### src/verilog/ctf_pkg.sv
// Shared constants and types of the processor timing facilities
package ctf_pkg;

   // ************************************************************
   // Time base
   // ************************************************************
   localparam int CLK_NS = 50; // 20 MHz system clock
   localparam int US_NS = 1000; // One time-of-day unit
   localparam int US_CYC = (US_NS + CLK_NS - 1) / CLK_NS;
   localparam real ITV_MS = 3.33; // Interval timer resolution
   localparam int ITV_CYC = int'(ITV_MS * 1.0e6 / CLK_NS);

   // ************************************************************
   // Widths
   // ************************************************************
   localparam int AW = 8;
   localparam int TOD_W = 52; // Bit 0 of the doc is the MSB here
   localparam int HI_W = TOD_W - 32;
   localparam int ITV_W = 24; // 2^24 steps of 3.33 ms: about 15.5 h

   // ************************************************************
   // Register byte offsets
   // ************************************************************
   localparam logic [AW-1:0] ADR_CTRL = 8'h00;
   localparam logic [AW-1:0] ADR_CMD = 8'h04;
   localparam logic [AW-1:0] ADR_TOD_HI = 8'h08;
   localparam logic [AW-1:0] ADR_TOD_LO = 8'h0c;
   localparam logic [AW-1:0] ADR_CMP_HI = 8'h10;
   localparam logic [AW-1:0] ADR_CMP_LO = 8'h14;
   localparam logic [AW-1:0] ADR_TMR_HI = 8'h18;
   localparam logic [AW-1:0] ADR_TMR_LO = 8'h1c;
   localparam logic [AW-1:0] ADR_STAT = 8'h20;
   localparam logic [AW-1:0] ADR_ITV = 8'h24;

   // ************************************************************
   // Field positions and reset values
   // ************************************************************
   localparam int CTL_SUP = 0; // Supervisor state
   localparam int CTL_EXT = 1; // Status-word external summary mask
   localparam int CTL_CCM = 2; // Comparator subclass mask
   localparam int CTL_TMM = 3; // CPU-timer subclass mask
   localparam int CTL_W = 4;
   localparam logic [CTL_W-1:0] CTRL_RST = 4'h0;
   localparam int CMD_IPL = 0; // initial_program_load pulse
   localparam int CMD_IPR = 1; // Initial program reset pulse
   localparam int PIN_STOP = 0; // Index in the synchronised pin vector
   localparam int PIN_SW = 1;
   localparam logic [TOD_W-1:0] TIME_RST = 52'h0;
   localparam logic [ITV_W-1:0] ITV_RST = 24'h0;

   // Bus answer states, one-hot
   typedef enum logic [1:0] {
      BUS_IDLE = 2'b01,
      BUS_RESP = 2'b10
   } ctf_bus_t;

endpackage

### src/verilog/ctf_timing.sv
// Time-of-day counter, comparator, CPU timer and interval timer on APB
//
// Overview of operation
// 52-bit time-of-day counter steps once per microsecond and wraps.
// Time of day is loaded only in supervisor state with switch held.
// Store-clock returns the present time-of-day value to the program.
// Time of day keeps counting while the system is stopped.
// Comparator has time-of-day format and clears on initial_program_load.
// Privileged accesses load the comparator and read it back.
// External interruption when time of day exceeds comparator, both masks on.
// Comparison uses all 52 bits of both values.
// Masked comparator request stays pending only while the condition holds.
// CPU timer has time-of-day layout with its top bit as sign.
// CPU timer and time of day step from one common microsecond tick.
// CPU timer clears to zero on initial program reset.
// Privileged accesses load the CPU timer and read it back.
// CPU timer decrements every microsecond while running or waiting.
// CPU timer holds its value while the system is stopped.
// Timer interruption presented as long as the timer is negative.
// Loading a positive timer value withdraws the pending timer request.
// Interval timer word steps at 3.33 ms resolution, about 15.5 h span.
// Interval timer is not updated while the system is stopped.
// Comparator and timer accesses in problem state fail with an error.
// Comparator and timer requests are pending independently.
module ctf_timing #(
   parameter int US_CYC_P = ctf_pkg::US_CYC,
   parameter int ITV_CYC_P = ctf_pkg::ITV_CYC
) (
   input wire logic sys_clk_in,
   input wire logic rst_b_in,
   input wire logic psel_in,
   input wire logic penable_in,
   input wire logic pwrite_in,
   input wire logic [ctf_pkg::AW-1:0] paddr_in,
   input wire logic [31:0] pwdata_in,
   output logic [31:0] prdata_out,
   output logic pready_out,
   output logic pslverr_out,
   input wire logic sec_sw_in,
   input wire logic sys_stop_in,
   output logic ext_int_out,
   output logic cc_pend_out,
   output logic tmr_pend_out
);
   import ctf_pkg::*;

   localparam int UW = $clog2(US_CYC_P);
   localparam int IW = $clog2(ITV_CYC_P);

   // Both dividers need at least two states to give a one-cycle tick
   if (US_CYC_P < 2 || ITV_CYC_P < 2) begin : g_chk
      $error("ctf_timing: divider counts must be at least 2");
   end

   // ************************************************************
   // Pin synchronisers
   // ************************************************************
   logic [1:0] s1_q, s1_d, s2_q, s2_d, s3_q, s3_d, lvl_q, lvl_d;
   logic stop;

   // A level counts only once the second and third stages agree
   always_comb begin
      s1_d = {sec_sw_in, sys_stop_in};
      s2_d = s1_q;
      s3_d = s2_q;
      lvl_d = (s2_q & s3_q) | (lvl_q & (s2_q | s3_q));
   end

   // Synchroniser registers
   always_ff @(posedge sys_clk_in) begin
      if (!rst_b_in) begin
         s1_q <= 2'h0;
         s2_q <= 2'h0;
         s3_q <= 2'h0;
         lvl_q <= 2'h0;
      end else begin
         s1_q <= s1_d;
         s2_q <= s2_d;
         s3_q <= s3_d;
         lvl_q <= lvl_d;
      end
   end

   assign stop = lvl_q[PIN_STOP];

   // ************************************************************
   // APB slave
   // ************************************************************
   ctf_bus_t bus_q, bus_d;
   logic pready_q, pready_d;
   logic pslverr_q, pslverr_d;
   logic [31:0] prdata_q, prdata_d;
   logic [31:0] snap_q, snap_d;
   logic [HI_W-1:0] stage_q, stage_d;
   logic [CTL_W-1:0] ctrl_q, ctrl_d;
   logic [TOD_W-1:0] tod_q, cmp_q, tmr_q;
   logic [ITV_W-1:0] itv_q;
   logic cc_pend_q, tmr_pend_q, ext_q;
   logic sup, acc_err, wr, hi_wr;
   logic tod_ld, cmp_ld, tmr_ld, itv_wr, initial_program_load, ipr;
   logic [31:0] rdata;
   logic [TOD_W-1:0] ld_val;

   // Decode: error and read data for the addressed register
   always_comb begin
      sup = ctrl_q[CTL_SUP];
      acc_err = 1'b0;
      rdata = 32'h0;
      case (paddr_in)
         ADR_CTRL: rdata = 32'(ctrl_q);
         ADR_CMD: rdata = 32'h0; // Pulses only, nothing to read
         ADR_TOD_HI: begin
            acc_err = pwrite_in & ~(sup & lvl_q[PIN_SW]);
            rdata = 32'(tod_q[TOD_W-1:32]);
         end
         ADR_TOD_LO: begin
            acc_err = pwrite_in & ~(sup & lvl_q[PIN_SW]);
            rdata = snap_q;
         end
         ADR_CMP_HI: begin
            acc_err = ~sup;
            rdata = 32'(cmp_q[TOD_W-1:32]);
         end
         ADR_CMP_LO: begin
            acc_err = ~sup;
            rdata = cmp_q[31:0];
         end
         ADR_TMR_HI: begin
            acc_err = ~sup;
            rdata = 32'(tmr_q[TOD_W-1:32]);
         end
         ADR_TMR_LO: begin
            acc_err = ~sup;
            rdata = snap_q;
         end
         ADR_STAT: rdata = 32'({lvl_q, tmr_pend_q, cc_pend_q});
         ADR_ITV: rdata = 32'(itv_q);
         default: acc_err = 1'b1;
      endcase
      if (acc_err) begin
         rdata = 32'h0;
      end
   end

   // Effects take place only at the edge where pready is seen high
   always_comb begin
      wr = (bus_q == BUS_RESP) & psel_in & penable_in & pwrite_in & ~pslverr_q;
      hi_wr = wr & (paddr_in == ADR_TOD_HI || paddr_in == ADR_CMP_HI ||
                    paddr_in == ADR_TMR_HI);
      tod_ld = wr & (paddr_in == ADR_TOD_LO);
      cmp_ld = wr & (paddr_in == ADR_CMP_LO);
      tmr_ld = wr & (paddr_in == ADR_TMR_LO);
      itv_wr = wr & (paddr_in == ADR_ITV);
      initial_program_load = wr & (paddr_in == ADR_CMD) & pwdata_in[CMD_IPL];
      // A load also performs the program reset
      ipr = wr & (paddr_in == ADR_CMD) & (pwdata_in[CMD_IPR] | pwdata_in[CMD_IPL]);
      ld_val = {stage_q, pwdata_in};
      ctrl_d = (wr & (paddr_in == ADR_CTRL)) ? pwdata_in[CTL_W-1:0] : ctrl_q;
   end

   // Bus sequencing: one wait state, then a one-cycle answer
   always_comb begin
      bus_d = bus_q;
      pready_d = 1'b0;
      pslverr_d = 1'b0;
      prdata_d = 32'h0;
      snap_d = snap_q;
      stage_d = stage_q;
      case (bus_q)
         BUS_IDLE: begin
            if (psel_in && penable_in) begin
               bus_d = BUS_RESP;
               pready_d = 1'b1;
               pslverr_d = acc_err;
               prdata_d = pwrite_in ? 32'h0 : rdata;
               // Reading the upper half freezes the lower one coherently
               if (!pwrite_in && !acc_err && paddr_in == ADR_TOD_HI) begin
                  snap_d = tod_q[31:0];
               end
               if (!pwrite_in && !acc_err && paddr_in == ADR_TMR_HI) begin
                  snap_d = tmr_q[31:0];
               end
            end
         end
         BUS_RESP: begin
            bus_d = BUS_IDLE;
            if (hi_wr) begin
               stage_d = pwdata_in[HI_W-1:0];
            end
         end
         default: bus_d = BUS_IDLE;
      endcase
   end

   // Bus registers
   always_ff @(posedge sys_clk_in) begin
      if (!rst_b_in) begin
         bus_q <= BUS_IDLE;
         pready_q <= 1'b0;
         pslverr_q <= 1'b0;
         prdata_q <= 32'h0;
         snap_q <= 32'h0;
         stage_q <= 20'h0;
         ctrl_q <= CTRL_RST;
      end else begin
         bus_q <= bus_d;
         pready_q <= pready_d;
         pslverr_q <= pslverr_d;
         prdata_q <= prdata_d;
         snap_q <= snap_d;
         stage_q <= stage_d;
         ctrl_q <= ctrl_d;
      end
   end

   assign pready_out = pready_q;
   assign pslverr_out = pslverr_q;
   assign prdata_out = prdata_q;

   // ************************************************************
   // Counters
   // ************************************************************
   logic [UW-1:0] us_q, us_d;
   logic [IW-1:0] ivc_q, ivc_d;
   logic [TOD_W-1:0] tod_d, cmp_d, tmr_d;
   logic [ITV_W-1:0] itv_d;
   logic us_tick, itv_tick;

   // Next values; a software load wins over a same-cycle step
   always_comb begin
      us_tick = (us_q == UW'(US_CYC_P - 1));
      us_d = us_tick ? '0 : us_q + UW'(1);
      // Not gated by stop: time of day runs through stops
      tod_d = tod_ld ? ld_val : tod_q + (us_tick ? 52'h1 : 52'h0);
      cmp_d = cmp_q;
      if (initial_program_load) begin
         cmp_d = TIME_RST;
      end else if (cmp_ld) begin
         cmp_d = ld_val;
      end
      tmr_d = tmr_q;
      if (ipr) begin
         tmr_d = TIME_RST;
      end else if (tmr_ld) begin
         tmr_d = ld_val;
      end else if (us_tick && !stop) begin
         tmr_d = tmr_q - 52'h1;
      end
      // The interval divider freezes too, so no partial tick is lost
      itv_tick = !stop && (ivc_q == IW'(ITV_CYC_P - 1));
      ivc_d = stop ? ivc_q : (itv_tick ? '0 : ivc_q + IW'(1));
      itv_d = itv_q;
      if (itv_wr) begin
         itv_d = pwdata_in[ITV_W-1:0];
      end else if (itv_tick) begin
         itv_d = itv_q - 24'h1;
      end
   end

   // Counter registers
   always_ff @(posedge sys_clk_in) begin
      if (!rst_b_in) begin
         us_q <= '0;
         ivc_q <= '0;
         tod_q <= TIME_RST;
         cmp_q <= TIME_RST;
         tmr_q <= TIME_RST;
         itv_q <= ITV_RST;
      end else begin
         us_q <= us_d;
         ivc_q <= ivc_d;
         tod_q <= tod_d;
         cmp_q <= cmp_d;
         tmr_q <= tmr_d;
         itv_q <= itv_d;
      end
   end

   // ************************************************************
   // Interruption requests
   // ************************************************************
   logic cc_cond, tmr_neg, cc_pend_d, tmr_pend_d, ext_d;

   // Requests are levels: each follows its own condition, never latched
   always_comb begin
      cc_cond = tod_q > cmp_q;
      tmr_neg = tmr_q[TOD_W-1];
      cc_pend_d = cc_cond;
      tmr_pend_d = tmr_neg;
      ext_d = ctrl_q[CTL_EXT] &
              ((cc_cond & ctrl_q[CTL_CCM]) | (tmr_neg & ctrl_q[CTL_TMM]));
   end

   // Request registers
   always_ff @(posedge sys_clk_in) begin
      if (!rst_b_in) begin
         cc_pend_q <= 1'b0;
         tmr_pend_q <= 1'b0;
         ext_q <= 1'b0;
      end else begin
         cc_pend_q <= cc_pend_d;
         tmr_pend_q <= tmr_pend_d;
         ext_q <= ext_d;
      end
   end

   assign cc_pend_out = cc_pend_q;
   assign tmr_pend_out = tmr_pend_q;
   assign ext_int_out = ext_q;
endmodule
### config.mk
export PLATFORM = sky130hd
export DESIGN_NAME = ctf_timing
export DESIGN_NICKNAME = d
export VERILOG_FILES = /design/src/verilog/ctf_pkg.sv /design/src/verilog/ctf_timing.sv
export SDC_FILE = /design/constraint.sdc
export NUM_CORES = 1
export LEC_CHECK = 0
export ABC_AREA = 0
export ABC_CLOCK_PERIOD_IN_PS = 3650
export BUFFER_PORTS_ARGS = -buffer_cell sky130_fd_sc_hd__buf_2
export CELL_PAD_IN_SITES_DETAIL_PLACEMENT = 1
export CELL_PAD_IN_SITES_GLOBAL_PLACEMENT = 2
export CORE_MARGIN = 2
export CORE_UTILIZATION = 38
export CTS_BUF_LIST = sky130_fd_sc_hd__clkbuf_2 sky130_fd_sc_hd__clkbuf_4 sky130_fd_sc_hd__clkbuf_8
export CTS_CLUSTER_SIZE = 30
export DETAILED_ROUTE_END_ITERATION = 12
export PLACE_DENSITY = 0.92
export SLEW_MARGIN = 5
export SYNTH_ARGS = -nofsm -noshare
export SYNTH_HDL_FRONTEND = slang
export SYNTH_SLANG_ARGS = --single-unit
### constraint.sdc
create_clock -name sys_clk_in -period 3.65 [get_ports sys_clk_in]
set_input_delay 0.5475 -clock sys_clk_in [delete_from_list [all_inputs] [get_ports sys_clk_in]]
set_output_delay 0.5475 -clock sys_clk_in [all_outputs]
set_load 0.01 [all_outputs]
# [Yosys cells after proc, flatten, opt, wreduce, memory -nomap -nowiden]
# Index checks and enable logic that the tools add are counted.
[totals] ff_bits=305 elab_cells=108
[op_classes] n_bitwise=30 n_lt_le_gt_ge=1 n_reduce_logical=27 addsub=5 n_mux=12 n_eq_ne=13
[op_table] op="32-bit case mux with 8 select lines" n=1
[op_table] op="52-bit two-way mux" n=3
[op_table] op="32-bit two-way mux" n=2
[op_table] op="52-bit by 1-bit adder with 52-bit output" n=1
[op_table] op="52-bit greater-than comparator" n=1
[op_table] op="52-bit by 1-bit subtractor with 52-bit output (second input constant)" n=1
[op_table] op="24-bit two-way mux" n=2
[op_table] op="8-bit by 5-bit == test with 1-bit output (second input constant)" n=4
[op_table] op="24-bit by 1-bit subtractor with 24-bit output (second input constant)" n=1
[op_table] op="1-bit bitwise AND" n=18
[op_table] op="17-bit by 1-bit adder with 17-bit output (second input constant)" n=1
[op_table] op="17-bit == test (second input constant)" n=1
[op_table] op="17-bit two-way mux" n=1
[op_table] op="8-bit by 4-bit == test with 1-bit output (second input constant)" n=2
[op_table] op="8-bit by 6-bit == test with 1-bit output (second input constant)" n=2
[op_table] op="2-bit OR reduction" n=5
[op_table] op="8-bit by 3-bit == test with 1-bit output (second input constant)" n=1
[op_table] op="8-bit zero test" n=1
[op_table] op="4-bit OR reduction" n=2
[op_table] op="1-bit logical AND" n=6
[op_table] op="1-bit inverter" n=6
[op_table] op="3-bit AND reduction" n=2
[op_table] op="2-bit nonzero test" n=3
[op_table] op="5-bit by 1-bit adder with 5-bit output (second input constant)" n=1
[op_table] op="12 further kinds" n=20

# [Longest topological paths before layout]
# Gate-level depths: netlist (run 1).
[logic_depth] ltp_word=9 mapped_depth=12

# [Least setup slack after synthesis (run 1)]
# OpenSTA, ideal clock, no wires.
[synth_timing] path_kind="reg2reg" from="register tmr_q[7]" to="register tmr_q[39]" arrival_time_ps=2551 t_required_ps=3571 path_stages_with_launch=9 setup_ps=79 period_less_slack_ps=2631 setup_slack_ps=1019 path_cell_list="dfxtp_1 or4_4 or4_1 buf_2 nor3_4 nand2_1 or4_1 xor2_1 a211oi_2"
[synth_via] elab_chain_len=3
[synth_rtl] element="from (decl)" line_no="ctf_timing.sv:96" source="logic [TOD_W-1:0] tod_q, cmp_q, tmr_q;"
[synth_rtl] element="from (signal assigned)" line_no="ctf_timing.sv:274" source="tmr_q <= tmr_d;"
[synth_rtl] element="52-bit by 1-bit subtractor with 52-bit output" line_no="ctf_timing.sv:247" source="tmr_d = tmr_q - 52'h1;"
[synth_rtl] element="52-bit two-way mux" line_no="ctf_timing.sv:246" source="end else if (us_tick && !stop) begin"
[synth_rtl] element="52-bit two-way mux" line_no="ctf_timing.sv:244" source="end else if (tmr_ld) begin"
# No other way between the ends. The select of a mux whose other input is x is not followed.
# A chain may end at the register's enable or synchronous reset.

# [Worst setup path in the final report (run 1)]
[layout_timing] from="register cmp_q[47]" to="register ext_q, in the netlist ext_int_out"
[layout_via] elab_chain_len=4
[layout_rtl] element="from (decl)" line_no="ctf_timing.sv:96"
[layout_rtl] element="from (signal assigned)" line_no="ctf_timing.sv:273" source="cmp_q <= cmp_d;"
[layout_rtl] element="52-bit greater-than comparator" line_no="ctf_timing.sv:286" source="cc_cond = tod_q > cmp_q;"
[layout_rtl] element="1-bit bitwise AND" line_no="ctf_timing.sv:291" source="((cc_cond & ctrl_q[CTL_CCM]) | (tmr_neg & ctrl_q[CTL_TMM]));"
[layout_rtl] element="1-bit OR" line_no="ctf_timing.sv:291"
[layout_rtl] element="1-bit bitwise AND" line_no="ctf_timing.sv:290" source="ext_d = ctrl_q[CTL_EXT] &"
[layout_rtl] element="to (signal assigned)" line_no="ctf_timing.sv:303" source="ext_q <= ext_d;"
[layout_rtl] element="to (decl)" line_no="ctf_timing.sv:98" source="logic cc_pend_q, tmr_pend_q, ext_q;"
# No other way between the ends.

==> summary.md, run 1 <==
| Metric | Value |
|---|---|
| Layout area overhead | `15.1%` |
| IO Count | `84` |
| Final Skew | `33.0 ps` |
| H-tree depth | `2` |
| DR vias/cell | `5.79` |
| Startpoint types | `flip-flop` |
| Initial Utilization | `38.6%` |
| Hold crit path type | `primary input to flip-flop` |
| Maximum clock path buffer count | `3` |
| Residual DRC count | `0` |
| Leakage Power | `between 6 and 7 nW` |
| Fmax | `289 MHz` |
| Unrepaired setup endpoints after global routing | `no` |
| Delay-heaviest family, CP | `simple AND/OR/NAND/NOR gates` |
| Vias in the first global route | `14.6k` |
| # fillers | `4648` |
| Die H | `just over 200 um` |
| N_diodes | `0` |
| Crit path required time | `4220 ps` |
| Syn_nets | `just under 2k` |
| Post-synth ARST share | `0%` |
| Hold buffers post-CTS | `0` |
| Critical Path End Type | `flip-flop` |
| Clock buffer count from CTS | `54` |
| Die Footprint | `40800 um^2` |
| Final antenna-violating net count | `0` |
| Detailed placement HPWL | `37800 um` |
| Largest net degree at the start of global routing | `101` |
| Synth Instances | `1836` |
| TritonCTS Sinks | `305` |
| Final Max Slew Viols | `0` |
| Sequential cell area fraction in the yosys report | `41.0%` |
| Top_reg_cell synth | `dfxtp_1` |
| Setup bufs post-CTS | `0` |
| Outcome | `finished, final reports clean` |
| Setup WS pre-CTS | `288 ps` |
| Crit-path cells | `inv_1, ha_1, nand4_1, nor3_1, nand2_1, nor4b_1, o21ai_0, nand4_1, a31o_2` |
| CP peak stage delay | `1010 ps` |
| Hold Fails Final Rpt | `0` |
| Distinct cells, synth | `57` |
| Final RePlAce weighted congestion | `0.886` |
| Synth Warn # | `0` |
| Clk slew on worst S/H paths | `around 60 ps` |
| First-pass GRT wire length | `approximately 85000 um` |
| Buf+Inv Stages, Crit Path | `1` |
| Final period utilization | `94.9%` |
| Crit-path max FO | `3` |
| Area of the multi-input gates | `8150 um^2` |
| Core area | `38600 um^2` |
| Max VDD drop | `0.270 mV` |
| Slew margin rel. | `25.0%` |
| Total Wirelength | `roughly 54000 um` |
| Max-cap violation count | `0` |
| CTS tree | `built` |
| Most common cell after layout, fill and taps aside | `dfxtp_1` |
| Worst skew pair latency | `660 ps` |
| CTS resizes | `0` |
| Slew @ Worst Pin | `between 1000 and 1500 ps` |
| Average routed wire per standard cell | `22.1 um` |
| Initial antenna violation count | `1` |
| Starting DRC count in detailed routing | `914` |
| Number of synthesized flops with an enable pin | `0` |
| Mapped cell area | `between 10000 and 15000 um^2` |
| Setup CP Type | `flip-flop to flip-flop` |
| Final Setup Violations | `0` |
| Aggregate global routing overflow | `0` |
| PortBufs | `83` |
| Seq cells post-synth | `305` |
| Avg Cell Area, Syn | `a little over 8 um^2` |
| Most frequent cells in the layout | `305 x dfxtp_1, 255 x nand2_1, 194 x a21oi_1, 185 x nor2_1, 83 x buf_2` |
| Setup TNS | `0 ps` |
| GRT Util Overall | `a little over a quarter` |
| Share of layout cells above drive strength 1 | `12.5%` |
| Slowest-stage cell, CP | `nor4b_1` |
| Final #Nets | `around 2k` |
| Root buffer cell | `clkbuf_8` |
| Final min period | `3460 ps` |
| # rows | `72` |
| CP arrival | `4040 ps` |
| Register area | `6110 um^2` |
| Crit-path most repeated cell | `nand4_1` |
| Final cell utilization of the core | `44.4%` |
| TritonRoute pass-1 iters | `6` |
| Die Span X | `202 um` |
| Final worst slack | `~190 ps` |
| Via count | `between 10k and 15k` |
| PD cells | `423 nW/um^2` |
## path summary, 6_finish.rpt
path / start / end / slack [ps] / cells past startpoint
worst max register to register: cmp_q[47] / ext_int_out / 190 / 9
worst min-delay path: sys_stop_in / s1_q[0] / 120 / 2
worst max-delay path: cmp_q[47] / ext_int_out / 190 / 9
worst min register to register: s1_q[0] / s2_q[0] / 440 / 1
## where the power goes
group          internal, mW  switching, mW
combinational        0.0491          0.143
sequential             3.34        0.00754
clock                  2.18           1.54
## registers in the layout, indices dropped and copies added, names as in the netlist, 4 cells and up
register	flops
cmp_q	52
tmr_q	52
tod_q	52
prdata_out	32
snap_q	32
itv_q	24
stage_q	20
ivc_q	17
us_q	5
ctrl_q	4
## synthesized netlist by cell type, types with 9 or more instances
cell type,n,area (um^2)
a211oi_1,78,586
a21oi_1,194,971
a221oi_1,17,149
a22oi_1,30,225
and2_1,15,93.8
and3_1,15,93.8
and4_1,9,78.8
clkbuf_1,108,405
dfxtp_1,305,6110
ha_1,58,726
inv_1,70,263
mux2i_1,19,190
nand2_1,257,965
nand3_1,50,250
nand4_1,23,144
nor2_1,187,702
nor3_1,41,205
nor4_1,23,144
o21ai_0,75,375
o221ai_1,32,280
or3_1,11,68.8
or4_1,13,97.6
xnor2_1,77,674
xor2_1,58,508
## through the flow
step	cells	hold WS, ps	total power, mW	cell area (um^2)
2_1_floorplan	1836	412	3.50	14900
3_3_place_gp	2360	426	3.60	15900
3_5_place_dp	2360	422	3.61	15900
4_1_cts	2461	85.6	7.33	17100
5_1_grt	2461	114	7.49	17100
6_report	2461	122	7.26	17100
## logic make-up (layout without fill, tap and decap cells)
| family | after synthesis | count (layout) | share of synthesized area [%] |
|---|---|---|---|
| buffers and inverters | 181 | 288 | 4.57 |
| muxes | 19 | 19 | 1.28 |
| adders and majority gates | 58 | 58 | 4.87 |
| xor gates and xnor gates | 135 | 135 | 7.94 |
| AOI/OAI and AO/OA | 458 | 458 | 19.2 |
| DFF | 305 | 305 | 41.0 |
| and+or+nand+nor | 680 | 680 | 21.2 |
## routing by layer
layer | vias up | GRT usage, % | wire (um)
met4 | 0 | 9.74 | 1890
met3 | 130 | 4.53 | 3100
met2 | 454 | 43.6 | 25000
met1 | 7062 | 34.8 | 24400
li1 | 6615 | - | -
met5 | - | 0 | 0
## area by class of cell
| type | count | share of cell area, % |
|---|---|---|
| inverter | 71 | 1.56 |
| clock inverter | 12 | 0.832 |
| clock buffer | 89 | 6.63 |
| sequential | 305 | 35.6 |
| tap | 518 | 3.78 |
| timing repair buffer | 116 | 4.09 |
| multi-input combinational | 1350 | 47.5 |
## worst register-to-register path: stages (launching register included)
cell and delay (ps):
dfxtp_1 370, inv_1 60, ha_1 290, nand4_1 150, nor3_1 460, nand2_1 260
nor4b_1 1010, o21ai_0 230, nand4_1 310, a31o_2 240
No activity file was read; power rests on OpenSTA's default activity.
==> inputs of run 2 (changes only) <==
- CORE_ASPECT_RATIO: unset -> 1.5
==> run 2 against run 1 <==
Sequential share of layout area up 0.63 points. Sequential cell count unchanged. Non-clock buffer count up 1. Maximum frequency up 13%. Cell area down 1.7%. Count of clock-buffer cells in the layout down 12. Sequential power about the same. Clock power down 15%. First-iteration DRC count up 10%. Critical endpoint is now tod_q[25].
==> summary.md, run 2 (synthesized netlist as in run 1, its figures left out) <==
| Metric | Value |
|---|---|
| Die Span X | `166 um (-18%)` |
| Worst Hold Depth | `2 (unchanged)` |
| Hold buffers post-CTS | `0 (unchanged)` |
| Most common cell after layout, fill and taps aside | `dfxtp_1` |
| Vias in the first global route | `14.5k (-0.38%)` |
| # rows | `88 (+22%)` |
| Via count | `14.2k (-0.19%)` |
| Leakage Power | `6.01 nW (-2.3%)` |
| CTS tree | `built` |
| R2R Setup Slk | `580 ps (+400 ps)` |
| CP arrival | `3570 ps (-470 ps)` |
| # fillers | `4701 (+1.1%)` |
| Core area | `38500 um^2 (-0.28%)` |
| Max VDD drop | `0.237 mV (-12%)` |
| Slew margin rel. | `18.7% (-6.3 points)` |
| Root buffer cell | `clkbuf_8` |
| PD cells | `397 nW/um^2 (-6.2%)` |
| Outcome | `finished, final reports clean` |
| IO Count | `84 (unchanged)` |
| Fmax | `326 MHz (+13%)` |
| Crit path from | `us_q[0]` |
| Net switching power | `1.62 mW (-4.3%)` |
| Layout area overhead | `13.1%` |
| Setup TNS | `0 ps (unchanged)` |
| Aggregate global routing overflow | `0 (unchanged)` |
| Die H | `247 um (+22%)` |
| Comb pwr share | `2.8% (+0.2 points)` |
| Slew @ Worst Pin | `1220 ps (+111 ps)` |
| Max-cap violation count | `0 (unchanged)` |
| Share of layout cells above drive strength 1 | `11.9% (-0.60 points)` |
| Maximum clock path buffer count | `3 (unchanged)` |
| Final Skew | `21.6 ps (-11.3 ps)` |
| Initial antenna violation count | `1 (unchanged)` |
| Sequential Power Share | `50.0% (+3.9 points)` |
| Final antenna-violating net count | `0 (unchanged)` |
| Initial Utilization | `38.7% (+0.11 points)` |
| Worst Reg-to-Reg Cells | `10 (+1)` |
| TritonRoute pass-1 iters | `7 (+1)` |
| Clock power frac | `47.2% (-4.0 points)` |
| Hold endpoint | `s1_q[0]` |
| TritonCTS Sinks | `305 (unchanged)` |
| Setup CP Type | `flip-flop to flip-flop` |
| Final Max Slew Viols | `0 (unchanged)` |
| Switch share | `24.1% (+0.88 points)` |
| DR vias/cell | `5.86 (+1.2%)` |
| Largest registers | `cmp_q (52), tmr_q (52), tod_q (52)` |
| Final non-filler cell total | `2427 (-1.4%)` |
| Unrepaired setup endpoints after global routing | `no` |
| Hold Fails Final Rpt | `0 (unchanged)` |
| CTS resizes | `0 (unchanged)` |
| Total Wirelength | `55200 um (+1.4%)` |
| Hold crit path type | `primary input to flip-flop` |
| Worst skew pair latency | `620 ps (-40 ps)` |
| GRT Util Overall | `26.6% (+0.13 points)` |
| Clk slew on worst S/H paths | `60 ps (about the same)` |
| Setup bufs post-CTS | `0 (unchanged)` |
| Final min period | `3070 ps (-399 ps)` |
| Startpoint types | `flip-flop` |
| Detailed placement HPWL | `38100 um (+0.85%)` |
| Min Hold Slack | `150 ps (+27.7 ps)` |
| Final period utilization | `84.0% (-11 points)` |
| PortBufs | `83 (unchanged)` |
| Final Setup Violations | `0 (unchanged)` |
| Placed cell count | `2338 (-0.93%)` |
| Clock buffer count from CTS | `49 (-9.3%)` |
| Crit-path max FO | `5 (+2)` |
| Critical Path End Type | `flip-flop` |
| H-tree depth | `2 (unchanged)` |
| Register area | `6110 um^2 (unchanged)` |
| First-pass GRT wire length | `85300 um (+0.46%)` |
| Largest net degree at the start of global routing | `101 (unchanged)` |
| Average routed wire per standard cell | `22.7 um (+2.8%)` |
| Area of the multi-input gates | `8140 um^2 (about the same)` |
| Final #Nets | `1999 (-0.20%)` |
| Most frequent cells in the layout | `305 x dfxtp_1, 255 x nand2_1, 194 x a21oi_1, 185 x nor2_1, 83 x buf_2` |
| Final Power | `6.69 mW (-7.8%)` |
| Crit path required time | `4160 ps (-60 ps)` |
| Residual DRC count | `0 (unchanged)` |
| Int Power | `5.08 mW (-8.9%)` |
| Hold Crit Start | `sys_stop_in` |
| Starting DRC count in detailed routing | `1005 (+10%)` |
| Worst r2r src | `us_q[0]` |
| Worst r2r dst | `tod_q[25]` |
| Die Footprint | `40800 um^2 (about the same)` |
| Final RePlAce weighted congestion | `0.919 (+3.7%)` |
-- run 2: area by class of cell --
class,instances,share of cell area [%]
tap,495,3.68
timing repair buffer,117,4.05
clock inverter,11,0.356
antenna,1,0.0148
clock buffer,77,5.77
inverter,71,1.59
multi-input combinational,1350,48.3
sequential,305,36.2
-- run 2: stage by stage --
step	worst slack, ps	utilization, %	area, um^2
finish	584	43.7	16900
global route	330	43.7	16900
CTS	639	43.7	16800
detailed placement	662	41.0	15800
global placement	720	41.0	15800
floorplan	1020	-	14900
-- run 2: worst max-delay path, stage by stage, from the launching register on --
cell and delay [ps]:
dfxtp_1 360, ha_1 240, nand3_1 200, inv_1 180, ha_1 220, and3_1 280
nand3_1 230, nor3_1 600, nand3_1 220, xor2_1 190, a211oi_1 240
-- run 2: power by group through the flow --
stage          combinational [mW]  sequential [mW]  clock [mW]
6_report                    0.187             3.35        3.16
3_3_place_gp                0.184             3.42           0
3_5_place_dp                0.187             3.42           0
5_1_grt                     0.201             3.34        3.37
4_1_cts                     0.187             3.35        3.22
2_1_floorplan              0.0856             3.42           0
-- run 2: worst max-delay path by stage --
stage                     to  slack (ps)  cells past startpoint
2_1_floorplan      tmr_q[39]        1020                      8
3_3_place_gp   prdata_out[8]         720                      8
3_5_place_dp       tmr_q[48]         660                      7
4_1_cts            tmr_q[48]         640                      7
5_1_grt            tod_q[25]         330                     10
6_report           tod_q[25]         580                     10
-- run 2: per-layer routing --
layer | GRT usage (%) | part of all wire, % | vias to the layer above
met5 | 0 | 0 | -
met4 | 14.6 | 5.9 | 0
met3 | 3.34 | 4.5 | 171
met2 | 47.9 | 50 | 441
met1 | 30.5 | 40 | 7022
li1 | - | - | 6600
==> inputs of run 3 (changes only) <==
- ABC_AREA: 0 -> 1
- ABC_CLOCK_PERIOD_IN_PS: 3650 -> 2900
- CORE_UTILIZATION: 38 -> 35
- PLACE_DENSITY: 0.92 -> 0.93
- clock period: 3.65 -> 2.9 ns (I/O delays scaled with it)
==> run 3 against run 2 <==
Worst hold slack lost 76 ps. Die area is 27% higher. Routed wire length increased by 63%. Synthesized cell count grew 49%. Setup slack worse by 380 ps. Critical path depth grew 1. Count of clock-buffer cells in the layout is 6 higher. First-iteration DRC count up 14%. Critical endpoint is now ext_int_out. Largest cell class unchanged. Largest power group is now clock.
==> summary.md, run 3 <==
| Metric | Value |
|---|---|
| Outcome | `finished, final reports clean` |
| Synth Instances | `2729 (+49%)` |
| Die Span X | `187 um (+13%)` |
| Crit-path cells | `ha_1, nand2_1, nor2_1, nand2_1, nor2_1, nand2_1, nand3_1, nand2_1, nand3_1, nand3_1, a21oi_2` |
| Final cell utilization of the core | `40.8% (-2.9 points)` |
| Fmax | `370 MHz (+14%)` |
| Switch share | `25.2% (+1.1 points)` |
| Synth top cells by count | `752 x nand2_1, 375 x inv_1, 305 x dfxtp_1` |
| Aggregate global routing overflow | `0 (unchanged)` |
| Crit-path most repeated cell | `nand2_1` |
| Synth Warn # | `0 (unchanged)` |
| Seq cells post-synth | `305 (unchanged)` |
| GRT Util Overall | `33.9% (+7.3 points)` |
| Mapped cell area | `17500 um^2 (+18%)` |
| CP arrival | `3190 ps (-380 ps)` |
| Layout area overhead | `15.3%` |
| Int Power | `6.55 mW (+29%)` |
| Cell area after layout | `20200 um^2 (+20%)` |
| Hold Fails Final Rpt | `0 (unchanged)` |
| Final non-filler cell total | `3558 (+47%)` |
| Residual DRC count | `0 (unchanged)` |
| Clock buffer count from CTS | `52 (+6.1%)` |
| # fillers | `6629 (+41%)` |
| Slowest-stage cell, CP | `dfxtp_1` |
| Worst Hold Depth | `3 (+1)` |
| Leakage Power | `9.30 nW (+55%)` |
| Worst Reg-to-Reg Cells | `11 (+1)` |
| Starting DRC count in detailed routing | `1150 (+14%)` |
| Worst r2r dst | `ext_int_out` |
| Largest net degree at the start of global routing | `108 (+6.9%)` |
| Maximum clock path buffer count | `3 (unchanged)` |
| Unrepaired setup endpoints after global routing | `no` |
| Sequential cell area fraction in the yosys report | `34.8% (-6.1 points)` |
| TritonCTS Sinks | `305 (unchanged)` |
| Crit-path max FO | `6 (+1)` |
| Number of synthesized flops with an enable pin | `0 (unchanged)` |
| IO Count | `84 (unchanged)` |
| Die Footprint | `51900 um^2 (+27%)` |
| PortBufs | `83 (unchanged)` |
| Total Wirelength | `89800 um (+63%)` |
| Final #Nets | `2964 (+48%)` |
| Final Max Slew Viols | `0 (unchanged)` |
| R2R Setup Slk | `200 ps (-380 ps)` |
| Startpoint types | `flip-flop` |
| Final min period | `2700 ps (-366 ps)` |
| Post-DP Area | `19100 um^2 (+21%)` |
| H-tree depth | `2 (unchanged)` |
| Max VDD drop | `0.299 mV (+26%)` |
| Top_reg_cell synth | `dfxtp_1` |
| Crit path required time | `3390 ps (-770 ps)` |
| Final Setup Violations | `0 (unchanged)` |
| TritonRoute pass-1 iters | `5 (-2)` |
| Final antenna-violating net count | `0 (unchanged)` |
| Setup TNS | `0 ps (unchanged)` |
| Crit path from | `tod_q[19]` |
| Critical Path End Type | `flip-flop` |
| Detailed placement HPWL | `70700 um (+86%)` |
| Clock power frac | `48.5% (+1.3 points)` |
| Comb pwr share | `3.5% (+0.7 points)` |
| Core area | `49500 um^2 (+29%)` |
| Worst skew pair latency | `650 ps (+30 ps)` |
| Delay-heaviest family, CP | `simple AND/OR/NAND/NOR gates` |
| Syn_nets | `2834 (+46%)` |
| Via count | `19.6k (+38%)` |
| Initial antenna violation count | `2 (+1)` |
| Final period utilization | `93.1% (+9.1 points)` |
| Hold crit path type | `primary input to flip-flop` |
| Worst r2r src | `tod_q[19]` |
| Slew margin rel. | `29.0% (+10 points)` |
| Buf+Inv Stages, Crit Path | `0 (-1)` |
| Avg Cell Area, Syn | `6.42 um^2 (-21%)` |
| CP peak stage delay | `420 ps (-180 ps)` |
| Vias in the first global route | `20.5k (+41%)` |
| Average routed wire per standard cell | `25.2 um (+11%)` |
| Clk slew on worst S/H paths | `60 ps (about the same)` |
| Distinct cells, synth | `42 (-26%)` |
| Sequential Power Share | `48.1% (-1.9 points)` |
| Root buffer cell | `clkbuf_8` |
| Top-count cell post-synth | `nand2_1` |
| CTS tree | `built` |
| Final Skew | `28.5 ps (+6.88 ps)` |
| Initial Utilization | `35.4% (-3.3 points)` |
| Yosys top cell area share | `34.8% (-6.1 points)` |
| DR vias/cell | `5.52 (-5.9%)` |
| CP Depth | `11 (+1)` |
| Largest registers | `cmp_q (52), tmr_q (52), tod_q (52)` |
| Max-cap violation count | `0 (unchanged)` |
| Top cell type by total area after synthesis | `dfxtp_1` |
| Crit path to | `ext_int_out` |
| First-pass GRT wire length | `131000 um (+53%)` |
| Post-synth ARST share | `0% (unchanged)` |
| Net switching power | `2.21 mW (+37%)` |
| Slew @ Worst Pin | `1060 ps (-155 ps)` |
| Synth top area cells | `dfxtp_1 35%, nand2_1 16%, inv_1 8.0%` |
| PD cells | `434 nW/um^2 (+9.2%)` |
| Share of layout cells above drive strength 1 | `10.8% (-1.0 points)` |
| Die H | `278 um (+13%)` |
| Final RePlAce weighted congestion | `1.02 (+11%)` |
| Setup CP Type | `flip-flop to flip-flop` |
| # rows | `100 (+14%)` |
| Most common cell after layout, fill and taps aside | `nand2_1` |
| Placed cell count | `3465 (+48%)` |
| Most frequent cells in the layout | `752 x nand2_1, 375 x inv_1, 305 x dfxtp_1, 291 x nor2_1, 221 x a21oi_1` |
## run 3: changes by cell type after synthesis, moves of 28 or more
cell	change
nand2_1	+495
inv_1	+305
nor2_1	+107
nand3_1	+84
xnor2_1	-73
a211oi_1	-71
clkbuf_1	-65
o21ai_0	+44
o22ai_1	+44
buf_2	+38
a31oi_1	+31
a22oi_1	-30
a21oi_1	+29
o211ai_1	+28
## run 3: kinds of logic (layout without fill, tap and decap cells)
| group | after synthesis | after routing | share of synthesized area [%] |
|---|---|---|---|
| DFF | 305 | 305 | 34.8 |
| other | 0 | 1 | 0 |
| xor gates and xnor gates | 62 | 62 | 3.10 |
| buffers and inverters | 484 | 649 | 10.8 |
| adders and majority gates | 58 | 58 | 4.14 |
| AOI/OAI and AO/OA | 491 | 491 | 15.7 |
| and+or+nand+nor | 1329 | 1329 | 31.4 |
## run 3: per-layer routing
layer | up-vias | track usage (%) | wire, um
met5 | - | 0 | 0
met4 | 0 | 29.6 | 9130
met3 | 329 | 4.06 | 4340
met2 | 695 | 59.6 | 43400
met1 | 9564 | 36.0 | 32900
li1 | 9048 | - | -
## run 3: final cells by class
type / count / area (um^2) / share of cell area, %
timing repair buffer: 172 / 1140 / 5.65
tap: 663 / 830 / 4.11
sequential: 305 / 6110 / 30.2
clock buffer: 83 / 1050 / 5.22
antenna: 1 / 2.50 / 0.0124
inverter: 388 / 1460 / 7.21
multi-input combinational: 1940 / 9580 / 47.4
clock inverter: 6 / 36.3 / 0.180
## run 3: worst register-to-register path, cell delays in order, from the launching register on
cell and delay (ps):
dfxtp_1 420, ha_1 370, nand2_1 80, nor2_1 200, nand2_1 180, nor2_1 410
nand2_1 100, nand3_1 150, nand2_1 70, nand3_1 100, nand3_1 100, a21oi_2 380
## run 3: stage by stage
| step | setup WS, ps | power (mW) | hold slack [ps] |
|---|---|---|---|
| after detailed placement | 59.9 | 4.60 | 433 |
| final | 201 | 8.76 | 74.0 |
| after CTS | 27.4 | 8.83 | 44.3 |
| after floorplan | 548 | 4.41 | 390 |
| after global routing | 12.7 | 8.99 | 74.4 |
| after global placement | 94.5 | 4.59 | 401 |
## run 3: power by group through the flow
stage / Sequential (mW) / Combinational, mW / Clock [mW]
floorplan: 4.30 / 0.109 / 0
global placement: 4.30 / 0.290 / 0
detailed placement: 4.30 / 0.294 / 0
CTS: 4.21 / 0.297 / 4.32
global route: 4.21 / 0.312 / 4.47
finish: 4.21 / 0.305 / 4.25
## run 3: worst min-delay path by stage
stage             startpoint        end  slack (ps)
2_1_floorplan        s1_q[0]    s2_q[0]         390
3_3_place_gp         s1_q[1]    s2_q[1]         400
3_5_place_dp         s2_q[0]    s3_q[0]         430
4_1_cts        pwdata_in[20]  cmp_q[20]          40
5_1_grt        pwdata_in[15]  cmp_q[15]          70
6_report       pwdata_in[20]  cmp_q[20]          70
## run 3: what timing repair did
item                                    in CTS  in global routing
buffers inserted                             0                  1
endpoints found under the hold margin        2                  0
endpoints found under the setup margin       0                  9
hold buffers                                 2                  0
resized for setup                            0                  7
